File: src/hdl/dmsbp_pkg.sv
// package for the shared-bus memory host controller
// assumes one 100 MHz clock and an APB master on the software side
package dmsbp_pkg;
   // apb register offsets (byte addresses)
   localparam logic [7:0] OFS_CTRL   = 8'h00;
   localparam logic [7:0] OFS_ADDR   = 8'h04;
   localparam logic [7:0] OFS_WDATA  = 8'h08;
   localparam logic [7:0] OFS_RDATA  = 8'h0C;
   localparam logic [7:0] OFS_STAT   = 8'h10;
   localparam logic [7:0] OFS_IRQ    = 8'h14;
   localparam logic [7:0] OFS_MASK   = 8'h18;
   localparam logic [7:0] OFS_TIMING = 8'h1C;
   // ctrl fields
   localparam int CTRL_GO     = 0;
   localparam int CTRL_WRITE  = 1;
   localparam int CTRL_TGT    = 2;
   localparam int CTRL_CESTRB = 3;
   localparam int CTRL_RST    = 4;
   // irq bits
   localparam int IRQ_DONE  = 0;
   localparam int IRQ_REJ   = 1;
   localparam int IRQ_READY = 2;
   localparam int IRQ_W     = 3;
   // address split
   localparam int SHARED_W = 17;
   localparam int UPPER_W  = 3;
   // status byte bit positions
   localparam int ST_POLL   = 7;
   localparam int ST_TOGGLE = 6;
   localparam int ST_ERROR  = 5;
   localparam int ST_TIMER  = 3;
   localparam int ST_TOG2   = 2;
   // timing: access time per cycle phase, in ns
   localparam int  T_ACCESS_NS = 100;
   localparam int  CLK_NS      = 10;
   localparam int  ACC_CYC     = (T_ACCESS_NS + CLK_NS - 1) / CLK_NS;
   localparam logic [7:0] TIMING_RST = 8'(ACC_CYC);
   localparam logic [31:0] DATA_RST = 32'h0000_0000;

   typedef enum logic [2:0] {
      ST_IDLE  = 3'b000,
      ST_SETUP = 3'b001,
      ST_STRB  = 3'b010,
      ST_HOLD  = 3'b011,
      ST_DONE  = 3'b100
   } dmsbp_state_e;

   // pins driven onto the shared bus
   typedef struct packed {
      logic [SHARED_W-1:0] shared_address_lines;
      logic [UPPER_W-1:0]  flash_upper_address_lines;
      logic                flash_select_n;
      logic                ram_select_low_n;
      logic                ram_select_high;
      logic                out_gate_n;
      logic                write_strobe_n;
      logic                flash_reset_n;
   } dmsbp_pins_s;
endpackage : dmsbp_pkg

File: src/hdl/dmsbp_host.sv
// host controller driving the shared flash/static RAM bus from apb registers
// assumes bus pins are synchronous to I_CLK; data lines resolved outside
//
// Decided for this implementation: the APB interface to the registers and the register addresses.
`timescale 1ns/10ps
// Function
// - flash select may time writes while write strobe held low.
// - never select flash and static RAM at once.
// - either RAM select may time RAM writes with strobe low.
// - flash operations issued as sequences of plain write cycles.
module dmsbp_host #(
   parameter int          ACC_DEF     = dmsbp_pkg::ACC_CYC,
   parameter logic [7:0]  SUSPEND_CMD = 8'hB0
) (
   // clock and reset
   input  wire  logic        I_CLK,
   input  wire  logic        I_RST,
   // apb slave
   input  wire  logic        I_PSEL,
   input  wire  logic        I_PENABLE,
   input  wire  logic        I_PWRITE,
   input  wire  logic [7:0]  I_PADDR,
   input  wire  logic [31:0] I_PWDATA,
   output logic              O_PREADY,
   output logic              O_PSLVERR,
   output logic [31:0]       O_PRDATA,
   // memory bus
   output dmsbp_pkg::dmsbp_pins_s O_PINS,
   output logic [7:0]        O_DATA,
   output logic              O_DATA_OE_N,
   input  wire  logic [7:0]  I_DATA,
   input  wire  logic        I_FLASH_READY_BUSY,
   // interrupt
   output logic              O_IRQ
);
   logic                  wr_q, wr_d;
   logic                  tgt_q, tgt_d;
   logic                  cestrb_q, cestrb_d;
   logic                  frst_q, frst_d;
   logic [19:0]           addr_q, addr_d;
   logic [7:0]            wdat_q, wdat_d;
   logic [7:0]            rdat_q, rdat_d;
   logic [3:0]            irq_q, irq_d;
   logic [3:0]            mask_q, mask_d;
   logic [7:0]            tim_q, tim_d;
   logic [7:0]            cnt_q, cnt_d;
   logic                  rb_q;
   dmsbp_pkg::dmsbp_state_e st_q, st_d;
   dmsbp_pkg::dmsbp_pins_s  pin_q, pin_d;
   logic                  oe_n_q, oe_n_d;
   logic [31:0]           prdata_d;
   logic                  wr_acc, rd_acc, go, reject;

   function automatic logic is_off(input logic [7:0] a, input logic [7:0] o);
      return a == o;
   endfunction : is_off

   assign wr_acc    = I_PSEL & I_PENABLE & I_PWRITE;
   assign rd_acc    = I_PSEL & I_PENABLE & ~I_PWRITE;
   assign O_PREADY  = 1'b1;
   assign O_PSLVERR = 1'b0;
   assign O_PINS    = pin_q;
   assign O_DATA    = wdat_q;
   assign O_DATA_OE_N = oe_n_q;
   assign O_IRQ     = |(irq_q & mask_q);
   assign go = wr_acc & is_off(I_PADDR, dmsbp_pkg::OFS_CTRL) & I_PWDATA[dmsbp_pkg::CTRL_GO]
               & (st_q == dmsbp_pkg::ST_IDLE);
   // flash busy: only the suspend byte may be written
   assign reject = go & ~I_PWDATA[dmsbp_pkg::CTRL_TGT] & I_PWDATA[dmsbp_pkg::CTRL_WRITE]
                   & ~rb_q & (wdat_q != SUSPEND_CMD);

   always_comb begin
      wr_d = wr_q; tgt_d = tgt_q; cestrb_d = cestrb_q; frst_d = frst_q;
      addr_d = addr_q; wdat_d = wdat_q; rdat_d = rdat_q; mask_d = mask_q; tim_d = tim_q;
      irq_d = irq_q;
      if (wr_acc) begin
         if (is_off(I_PADDR, dmsbp_pkg::OFS_CTRL)) begin
            frst_d = I_PWDATA[dmsbp_pkg::CTRL_RST];
            if (go && !reject) begin
               wr_d     = I_PWDATA[dmsbp_pkg::CTRL_WRITE];
               tgt_d    = I_PWDATA[dmsbp_pkg::CTRL_TGT];
               cestrb_d = I_PWDATA[dmsbp_pkg::CTRL_CESTRB];
            end
         end
         if (is_off(I_PADDR, dmsbp_pkg::OFS_ADDR) && st_q == dmsbp_pkg::ST_IDLE)
            addr_d = I_PWDATA[19:0];
         if (is_off(I_PADDR, dmsbp_pkg::OFS_WDATA) && st_q == dmsbp_pkg::ST_IDLE)
            wdat_d = I_PWDATA[7:0];
         if (is_off(I_PADDR, dmsbp_pkg::OFS_MASK)) mask_d = I_PWDATA[3:0];
         if (is_off(I_PADDR, dmsbp_pkg::OFS_TIMING)) tim_d = (I_PWDATA[7:0] == 8'h00) ?
                                                            8'h01 : I_PWDATA[7:0];
         if (is_off(I_PADDR, dmsbp_pkg::OFS_IRQ)) irq_d = irq_q & ~I_PWDATA[3:0];
      end
      // sample read byte at end of gated access
      if (st_q == dmsbp_pkg::ST_STRB && !wr_q && cnt_q == 8'h01)
         rdat_d = I_DATA;
      // set wins over clear
      if (st_q == dmsbp_pkg::ST_DONE) irq_d[dmsbp_pkg::IRQ_DONE] = 1'b1;
      if (reject) irq_d[dmsbp_pkg::IRQ_REJ] = 1'b1;
      if (I_FLASH_READY_BUSY && !rb_q) irq_d[dmsbp_pkg::IRQ_READY] = 1'b1;
   end

   always_comb begin
      st_d = st_q; cnt_d = cnt_q;
      pin_d = pin_q; oe_n_d = oe_n_q;
      pin_d.flash_reset_n = frst_q;
      case (st_q)
         dmsbp_pkg::ST_IDLE: begin
            // both memories deselected, bus released
            pin_d.flash_select_n   = 1'b1;
            pin_d.ram_select_low_n = 1'b1;
            pin_d.ram_select_high  = 1'b0;
            pin_d.out_gate_n       = 1'b1;
            pin_d.write_strobe_n   = 1'b1;
            oe_n_d                 = 1'b1;
            if (go && !reject) begin
               st_d  = dmsbp_pkg::ST_SETUP;
               cnt_d = tim_q;
               pin_d.shared_address_lines      = addr_q[16:0];
               pin_d.flash_upper_address_lines = addr_q[19:17];
            end
         end
         dmsbp_pkg::ST_SETUP: begin
            // address set up; select-timed writes hold strobe low first
            if (wr_q) begin
               oe_n_d = 1'b0;
               if (cestrb_q) pin_d.write_strobe_n = 1'b0;
            end
            st_d = dmsbp_pkg::ST_STRB;
         end
         dmsbp_pkg::ST_STRB: begin
            // exactly one memory selected
            pin_d.flash_select_n   = tgt_q;
            pin_d.ram_select_low_n = ~tgt_q;
            pin_d.ram_select_high  = tgt_q;
            if (wr_q) pin_d.write_strobe_n = 1'b0;
            else pin_d.out_gate_n = 1'b0;
            if (!tgt_q && !frst_q) st_d = dmsbp_pkg::ST_HOLD;
            else if (cnt_q <= 8'h01) st_d = dmsbp_pkg::ST_HOLD;
            else cnt_d = cnt_q - 8'h01;
         end
         dmsbp_pkg::ST_HOLD: begin
            // deassert strobe/select while address and data still held
            pin_d.flash_select_n   = 1'b1;
            pin_d.ram_select_low_n = 1'b1;
            pin_d.ram_select_high  = 1'b0;
            pin_d.write_strobe_n   = 1'b1;
            pin_d.out_gate_n       = 1'b1;
            st_d = dmsbp_pkg::ST_DONE;
         end
         dmsbp_pkg::ST_DONE: begin
            oe_n_d = 1'b1;
            st_d   = dmsbp_pkg::ST_IDLE;
         end
         default: st_d = dmsbp_pkg::ST_IDLE;
      endcase
   end

   always_comb begin
      prdata_d = 32'h0000_0000;
      case (I_PADDR)
         dmsbp_pkg::OFS_CTRL:   prdata_d = {27'h0, frst_q, cestrb_q, tgt_q, wr_q,
                                            st_q != dmsbp_pkg::ST_IDLE};
         dmsbp_pkg::OFS_ADDR:   prdata_d = {12'h0, addr_q};
         dmsbp_pkg::OFS_WDATA:  prdata_d = {24'h0, wdat_q};
         dmsbp_pkg::OFS_RDATA:  prdata_d = {24'h0, rdat_q};
         dmsbp_pkg::OFS_STAT:   prdata_d = {22'h0, rb_q, st_q != dmsbp_pkg::ST_IDLE,
                                    rdat_q[dmsbp_pkg::ST_POLL], rdat_q[dmsbp_pkg::ST_TOGGLE],
                                    rdat_q[dmsbp_pkg::ST_ERROR], rdat_q[dmsbp_pkg::ST_TIMER],
                                    rdat_q[dmsbp_pkg::ST_TOG2], 3'h0};
         dmsbp_pkg::OFS_IRQ:    prdata_d = {28'h0, irq_q};
         dmsbp_pkg::OFS_MASK:   prdata_d = {28'h0, mask_q};
         dmsbp_pkg::OFS_TIMING: prdata_d = {24'h0, tim_q};
         default:               prdata_d = 32'h0000_0000;
      endcase
   end

   always_ff @(posedge I_CLK) begin
      if (I_RST) begin
         st_q <= dmsbp_pkg::ST_IDLE; cnt_q <= 8'h00;
         wr_q <= 1'b0; tgt_q <= 1'b0; cestrb_q <= 1'b0; frst_q <= 1'b1;
         addr_q <= 20'h00000; wdat_q <= 8'h00; rdat_q <= 8'h00;
         irq_q <= 4'h0; mask_q <= 4'h0; tim_q <= 8'(ACC_DEF);
         pin_q <= '{shared_address_lines: 17'h00000, flash_upper_address_lines: 3'h0,
                    flash_select_n: 1'b1, ram_select_low_n: 1'b1, ram_select_high: 1'b0,
                    out_gate_n: 1'b1, write_strobe_n: 1'b1, flash_reset_n: 1'b1};
         oe_n_q <= 1'b1; rb_q <= 1'b1; O_PRDATA <= dmsbp_pkg::DATA_RST;
      end else begin
         st_q <= st_d; cnt_q <= cnt_d;
         wr_q <= wr_d; tgt_q <= tgt_d; cestrb_q <= cestrb_d; frst_q <= frst_d;
         addr_q <= addr_d; wdat_q <= wdat_d; rdat_q <= rdat_d;
         irq_q <= irq_d; mask_q <= mask_d; tim_q <= tim_d;
         pin_q <= pin_d; oe_n_q <= oe_n_d; rb_q <= I_FLASH_READY_BUSY;
         if (I_PSEL && !I_PENABLE) O_PRDATA <= prdata_d;
      end
   end

   a_no_dual_select: assert property (@(posedge I_CLK) disable iff (I_RST)
      !(!pin_q.flash_select_n && !pin_q.ram_select_low_n && pin_q.ram_select_high))
      else $error("flash and ram selected together");
   a_gate_vs_drive: assert property (@(posedge I_CLK) disable iff (I_RST)
      !(!pin_q.out_gate_n && !oe_n_q)) else $error("gate low while host drives data");
   a_gate_no_strobe: assert property (@(posedge I_CLK) disable iff (I_RST)
      !pin_q.out_gate_n |-> pin_q.write_strobe_n) else $error("read with strobe low");
   a_data_held: assert property (@(posedge I_CLK) disable iff (I_RST)
      (!pin_q.write_strobe_n && $rose(pin_q.write_strobe_n) == 1'b0) ##1
      pin_q.write_strobe_n |-> !oe_n_q) else $error("data released before strobe rise");
   a_addr_stable: assert property (@(posedge I_CLK) disable iff (I_RST)
      st_q != dmsbp_pkg::ST_IDLE && $past(st_q) != dmsbp_pkg::ST_IDLE |->
      $stable(pin_q.shared_address_lines)) else $error("address moved in cycle");
   a_idle_release: assert property (@(posedge I_CLK) disable iff (I_RST)
      st_q == dmsbp_pkg::ST_IDLE && $past(st_q) == dmsbp_pkg::ST_IDLE |->
      oe_n_q && pin_q.flash_select_n) else $error("bus not released when idle");
   a_busy_reject: assert property (@(posedge I_CLK) disable iff (I_RST)
      reject |=> irq_q[dmsbp_pkg::IRQ_REJ] && st_q == dmsbp_pkg::ST_IDLE)
      else $error("busy flash accepted a program");
   a_cycle_done: assert property (@(posedge I_CLK) disable iff (I_RST)
      st_q == dmsbp_pkg::ST_HOLD |=> ##1 st_q == dmsbp_pkg::ST_IDLE && pin_q.flash_select_n)
      else $error("flash left selected after cycle");
endmodule : dmsbp_host

File: config.mk
export PLATFORM = sky130hd
export DESIGN_NAME = dmsbp_host
export DESIGN_NICKNAME = d
export VERILOG_FILES = /design/src/hdl/dmsbp_pkg.sv /design/src/hdl/dmsbp_host.sv
export SDC_FILE = /design/constraint.sdc
export NUM_CORES = 1
export LEC_CHECK = 0
export BUFFER_PORTS_ARGS = -buffer_cell sky130_fd_sc_hd__buf_2
export CORE_MARGIN = 2
export CORE_UTILIZATION = 59
export CTS_BUF_LIST = sky130_fd_sc_hd__clkbuf_4
export DETAILED_ROUTE_END_ITERATION = 16
export PLACE_DENSITY = 0.9
export SLEW_MARGIN = 20
export SYNTH_ARGS = -nofsm -noshare
export SYNTH_HDL_FRONTEND = slang
export SYNTH_SLANG_ARGS = --single-unit
File: constraint.sdc
create_clock -name I_CLK -period 5.77 [get_ports I_CLK]
set_input_delay 0.2885 -clock I_CLK [delete_from_list [all_inputs] [get_ports I_CLK]]
set_output_delay 0.2885 -clock I_CLK [all_outputs]
set_load 0.05 [all_outputs]
# Word level (Yosys, flattened, before mapping)
# Index checks and enable logic that the tools add are counted.
# classes
div	0
mul	0
add_sub_neg	1
bitwise	15
order_cmp	1
eq_ne	21
n_reduce_logical	47
shift	0
n_mux	22
# ops
operator	count
20-bit one-hot mux with 8 select lines	1
8-bit by 5-bit == test with 1-bit output (second input constant)	4
8-bit 2-to-1 mux	4
2-bit AND reduction	13
2-bit nonzero test	9
8-bit by 4-bit == test with 1-bit output (second input constant)	2
8-bit logical NOT	2
8-bit one-hot mux with 2 select lines	1
3-bit 2-to-1 mux	5
2-bit != test (second input constant)	6
3-bit one-hot mux with 4 select lines	1
1-bit AND	9
4-bit AND	2
8-bit by 1-bit == test with 1-bit output (second input constant)	1
8-bit by 3-bit == test with 1-bit output (second input constant)	1
8-bit by 1-bit <= comparator with 1-bit output (second input constant)	1
1-bit logical AND	8
8-bit != test (second input constant)	1
4-bit one-hot mux with 2 select lines	1
4-bit AND reduction	2
8-bit by 1-bit subtractor with 8-bit output (second input constant)	1
1-bit 2-to-1 mux	7
3-bit by 2-bit == test with 1-bit output (second input constant)	2
1-bit logical NOT	6
13 further kinds	17
# word_totals
ramBits	0
rom_bits	0
register_bits	127
output_inout_bits	70
n_memories	0
elab_cells	133
inputBits	54
latch_bits	0

# Logic depth before layout (Yosys ltp)
# logic_depth
ltp_word	13
depth_mapped	8
mapped_depth_nobuf	7

# Least setup slack after synthesis
# OpenSTA, ideal clock, no wires.
# synth_timing
path_type	input-to-reg
start	in I_PADDR[2]
end	reg pin_q, in the netlist O_PINS[20]
arrival_ns	2.027
setup_ns	0.128
required_time_ns	5.642
path_buffers	3
slack_ns	3.615
path_stages	8
path_cell_list	buf_2 > or4_1 > nor4_4 > and2_1 > buf_6 > buf_12 > mux2i_1 > nor2_1
# synth_between
elab_chain_len	11
# synth_lines
element	line	source
start: declaration	dmsbp_host.sv:22	input wire logic [7:0] I_PADDR,
8-bit logical NOT *	dmsbp_host.sv:55	return a == o;
1-bit AND * (2 in a row)	dmsbp_host.sv:66	assign go = wr_acc & is_off(I_PADDR, dmsbp_pkg::OFS_CTRL) & I_PWDATA[dmsbp_pkg::CTRL_GO]
1-bit AND *	dmsbp_host.sv:67	& (st_q == dmsbp_pkg::ST_IDLE);
1-bit AND (2 in a row)	dmsbp_host.sv:69	assign reject = go & ~I_PWDATA[dmsbp_pkg::CTRL_TGT] & I_PWDATA[dmsbp_pkg::CTRL_WRITE]
1-bit AND (2 in a row)	dmsbp_host.sv:70	& ~rb_q & (wdat_q != SUSPEND_CMD);
1-bit logical NOT	dmsbp_host.sv:116	if (go && !reject) begin
1-bit logical AND *	dmsbp_host.sv:116	
2-bit AND reduction (no line) *	-	
end signal: assignment	dmsbp_host.sv:184	pin_q <= '{shared_address_lines: 17'h00000, flash_upper_address_lines: 3'h0,
end: declaration	dmsbp_host.sv:49	dmsbp_pkg::dmsbp_pins_s pin_q, pin_d;
# Mark *: on every way between the ends. The rest lies on a longest branch, timed or not.
# A chain may end at the register's enable or synchronous reset.

# Worst setup path after layout
# layout_timing
start	reg st_q[2]
end	reg pin_q, in the netlist O_PINS[7]
# layout_between
elab_chain_len	9
# layout_lines
element	line	source
start: declaration	dmsbp_host.sv:48	dmsbp_pkg::dmsbp_state_e st_q, st_d;
start signal: assignment	dmsbp_host.sv:189	st_q <= st_d; cnt_q <= cnt_d;
3-bit logical NOT *	dmsbp_host.sv:67, dmsbp_host.sv:107	
1-bit AND	dmsbp_host.sv:67	
1-bit AND (2 in a row)	dmsbp_host.sv:69	
1-bit AND (2 in a row)	dmsbp_host.sv:70	
1-bit logical NOT	dmsbp_host.sv:116	
1-bit logical AND	dmsbp_host.sv:116	
2-bit AND reduction (no line) *	-	
# Marked as above.

==> results.md <==
* Async S/R FF share, synth at 0%
* Vias in the first global route at 4558
* Share of the synthesized area in the top cell type at 46.0%
* Die Height at 96.1 um
* Cell depth of the worst min-delay path at 3
* Hold Slack at 0.0263 ns
* Final wirelength at 14.2 mm
* Worst setup margin at 2.93 ns
* Startpoint Class: register
* Drt pass-1 iters at 6
* Data arrival, critical path at 3.27 ns
* Syn Inst Count at 589
* Fmax achieved at 353 MHz
* Cell area after layout at 5900 um^2
* Average size of a mapped cell at 8.50 um^2
* Area contributors post-synth: dfxtp_1 (46%), mux2i_1 (8.2%), nand2_1 (6.6%)
* Reg2Reg Depth at 5
* Clk_lat worst skew at 0.54 ns
* Post-route ant nets at 0
* GRT overflow at 0
* IO buf count at 97
* Hold Crit Class: primary input to register
* Placed cell area at 5410 um^2
* Root Buffer: clkbuf_4
* Hold Path Origin: I_DATA[0]
* Post-route DRC at 0
* EDFF count, synth at 0
* Core box area at 8220 um^2
* Final setup fails at 0
* Slew at the pin closest to its max-slew limit at 1.05 ns
* Dominant synthesized flop cell: dfxtp_1
* Max Cap Viol at 0
* Critical path class: register to register
* Initial Util at 60.9%
* Min Tclk post-route at 2.84 ns
* Critical-path cell list: or4b_2, nor4_4, and2_1, mux2i_1, nor2_1
* IO Pins at 124
* Final nets at 744
* Yosys synthesis warning count at 0
* Pre-CTS setup slack at 2.89 ns
* Total power draw at 1.52 mW
* Capturing point of the worst reg2reg path: O_PINS[7]$_SDFFE_PP0P_
* R2r setup slk at 2.93 ns
* Initial antenna violation count at 0
* Yosys reg bits at 115
* Fill cell count at 604
* Final-report hold violation count at 0
* Critical Path Sink Type: register
* Worst-path maximum fanout at 16
* Post-synth top cells: dfxtp_1 (115), nand2_1 (88), nor2_1 (71)
* HPWL after DPL at 9.47 mm
* CTS H-Tree Depth at 4
* Peak supply drop at 0.201 mV
* Share of layout cells above drive strength 1 at 20.8%
* Seq/Total Area, Yosys at 46.0%
* Die W at 96.1 um
* Die ar. at 9240 um^2
* Inserted Diodes at 0
* Largest net degree at the start of global routing at 43
* Clock transition at path regs at 0.14 ns
* Syn Std Cell Area at 5010 um^2
* Critical path's largest stage delay at 0.88 ns
* Final weighted congestion in routability-driven placement at 0.958
* Total global-route track usage at 31.3%
* Most numerous cell in the Yosys netlist: dfxtp_1
* Area Growth Syn to Fin at 17.9%
* Worst Skew at 0.0277 ns
* Clk buf depth at 2
* Fin. max-slew vios at 0
* Worst path required time at 6.20 ns
* First-pass GRT wire length at 22.0 mm
* Unrepaired setup endpoints after global routing: false
* Worst r2r src: st_q[2]$_SDFFE_PP0P_
* Setup_tns at 0 ns
* FP Rows at 33
* Vias post-DR at 4862
* Pwr Density at 257 nW/um^2
* Routed wire per std cell at 17.6 um
* Leading area contributor after synthesis: dfxtp_1
* WHS Endpoint: rdat_q[0]$_SDFFE_PP0P_
* Clock Sinks at 115
* Tcrit/Tclk final at 49.2%
* Count of cell types in the netlist at 53
* Slew Limit Headroom at 30.0%
* Vias/cell at 6.03
* CTS Buf Count at 17
* Slowest-stage cell, CP: and2_1
* DR iter-0 viols at 371
* Post-CTS Setup Bufs at 0
* Status: completed
* CTS tree: done
* Cell leakage power at 2.40 nW
[kinds of logic (layout without fill, tap and decap cells)]
kind of cell | after synthesis | after routing | share of synthesized area (%)
and+or+nand+nor | 245 | 245 | 23.0
AOI/OAI and AO/OA | 124 | 124 | 15.5
muxes | 43 | 43 | 8.65
buffers and inverters | 58 | 158 | 6.12
adders and majority gates | 2 | 2 | 0.500
DFF | 115 | 115 | 46.0
other | 2 | 14 | 0.150
[layout make-up]
class / instances / area [um^2] / area share, %
Sequential cell: 115 / 2300 / 39.0
Inverter: 7 / 26.3 / 0.445
Timing Repair Buffer: 119 / 698 / 11.8
Tap cell: 105 / 131 / 2.23
Clock buffer: 17 / 128 / 2.16
Clock inverter: 15 / 170 / 2.88
Multi-Input combinational cell: 428 / 2440 / 41.4
[routing by layer]
metal / GRT usage (%) / up-vias / routed length [um]
met5: 0 / - / 0
met3: 7.75 / 45 / 1330
met2: 52.0 / 300 / 6940
met1: 38.5 / 2280 / 5510
li1: - / 2237 / -
met4: 13.3 / 0 / 391
[worst max-delay path by stage]
| stage | start | to | slack [ns] | cells after the start |
|---|---|---|---|---|
| 6_report | st_q[2]$_SDFFE_PP0P_ | O_PINS[7]$_SDFFE_PP0P_ | 2.93 | 5 |
| 5_1_grt | st_q[2]$_SDFFE_PP0P_ | O_PINS[18]$_SDFFE_PP0P_ | 2.78 | 5 |
| 4_1_cts | st_q[2]$_SDFFE_PP0P_ | O_PINS[16]$_SDFFE_PP0P_ | 3.04 | 5 |
| 3_5_place_dp | I_PADDR[4] | O_PINS[7]$_SDFFE_PP0P_ | 2.89 | 6 |
| 3_3_place_gp | I_PADDR[4] | O_PINS[16]$_SDFFE_PP0P_ | 2.92 | 6 |
| 2_1_floorplan | I_PADDR[2] | O_PINS[20]$_SDFFE_PP0P_ | 3.62 | 8 |
[critical path, delay by kind of cell, from the launching register on]
kind          cells  cell delay [ns]
mux               1             0.33
simple gates      4             1.96
flops             1             0.45
[what timing repair did]
item,CTS,global route
hold buffers,18,1
setup endpoints to repair,0,0
resized for setup,0,0
endpoints found under the hold margin,18,1
[state kept, by name, indices dropped and copies added (netlist names), 8 cells and up]
| register | cells |
|---|---|
| O_PINS | 26 |
| O_DATA | 8 |
| addr_q | 20 |
| tim_q | 8 |
| cnt_q | 8 |
| O_PRDATA | 20 |
| rdat_q | 8 |
[placed cells by master, fill, tap and decap left out, types with 6 or more instances in the layout]
master         Yosys  layout
nand2_1           88      88
dfxtp_1          115     115
nor3_1            12      12
nand3_1           21      21
conb_1             2      14
a221oi_1           7       7
nand2b_1           7       7
inv_1              7       7
clkbuf_4           0      17
a22o_1             7       7
nor2b_1            9       8
mux2i_1           41      41
buf_2             10      97
inv_6              0       6
dlygate4sd3_1      0      19
o21ai_1           10      10
a21oi_1           61      61
a22oi_1            6       6
nor2_1            71      71
[per-stage QoR]
step / utilization [%] / instances
2_1_floorplan: - / 601
3_3_place_gp: 65.8 / 755
3_5_place_dp: 65.8 / 755
4_1_cts: 71.7 / 805
5_1_grt: 71.8 / 806
6_report: 71.8 / 806
[report_power, final]
group / total, mW / switching, mW / leakage [nW] / internal (mW)
logic: 0.0929 / 0.0654 / 1.32 / 0.0275
registers: 0.797 / 0.00124 / 0.927 / 0.795
clock network: 0.629 / 0.360 / 0.158 / 0.269
total: 1.52 / 0.426 / 2.40 / 1.09
Note: power is estimated with default switching activity, not from simulation.
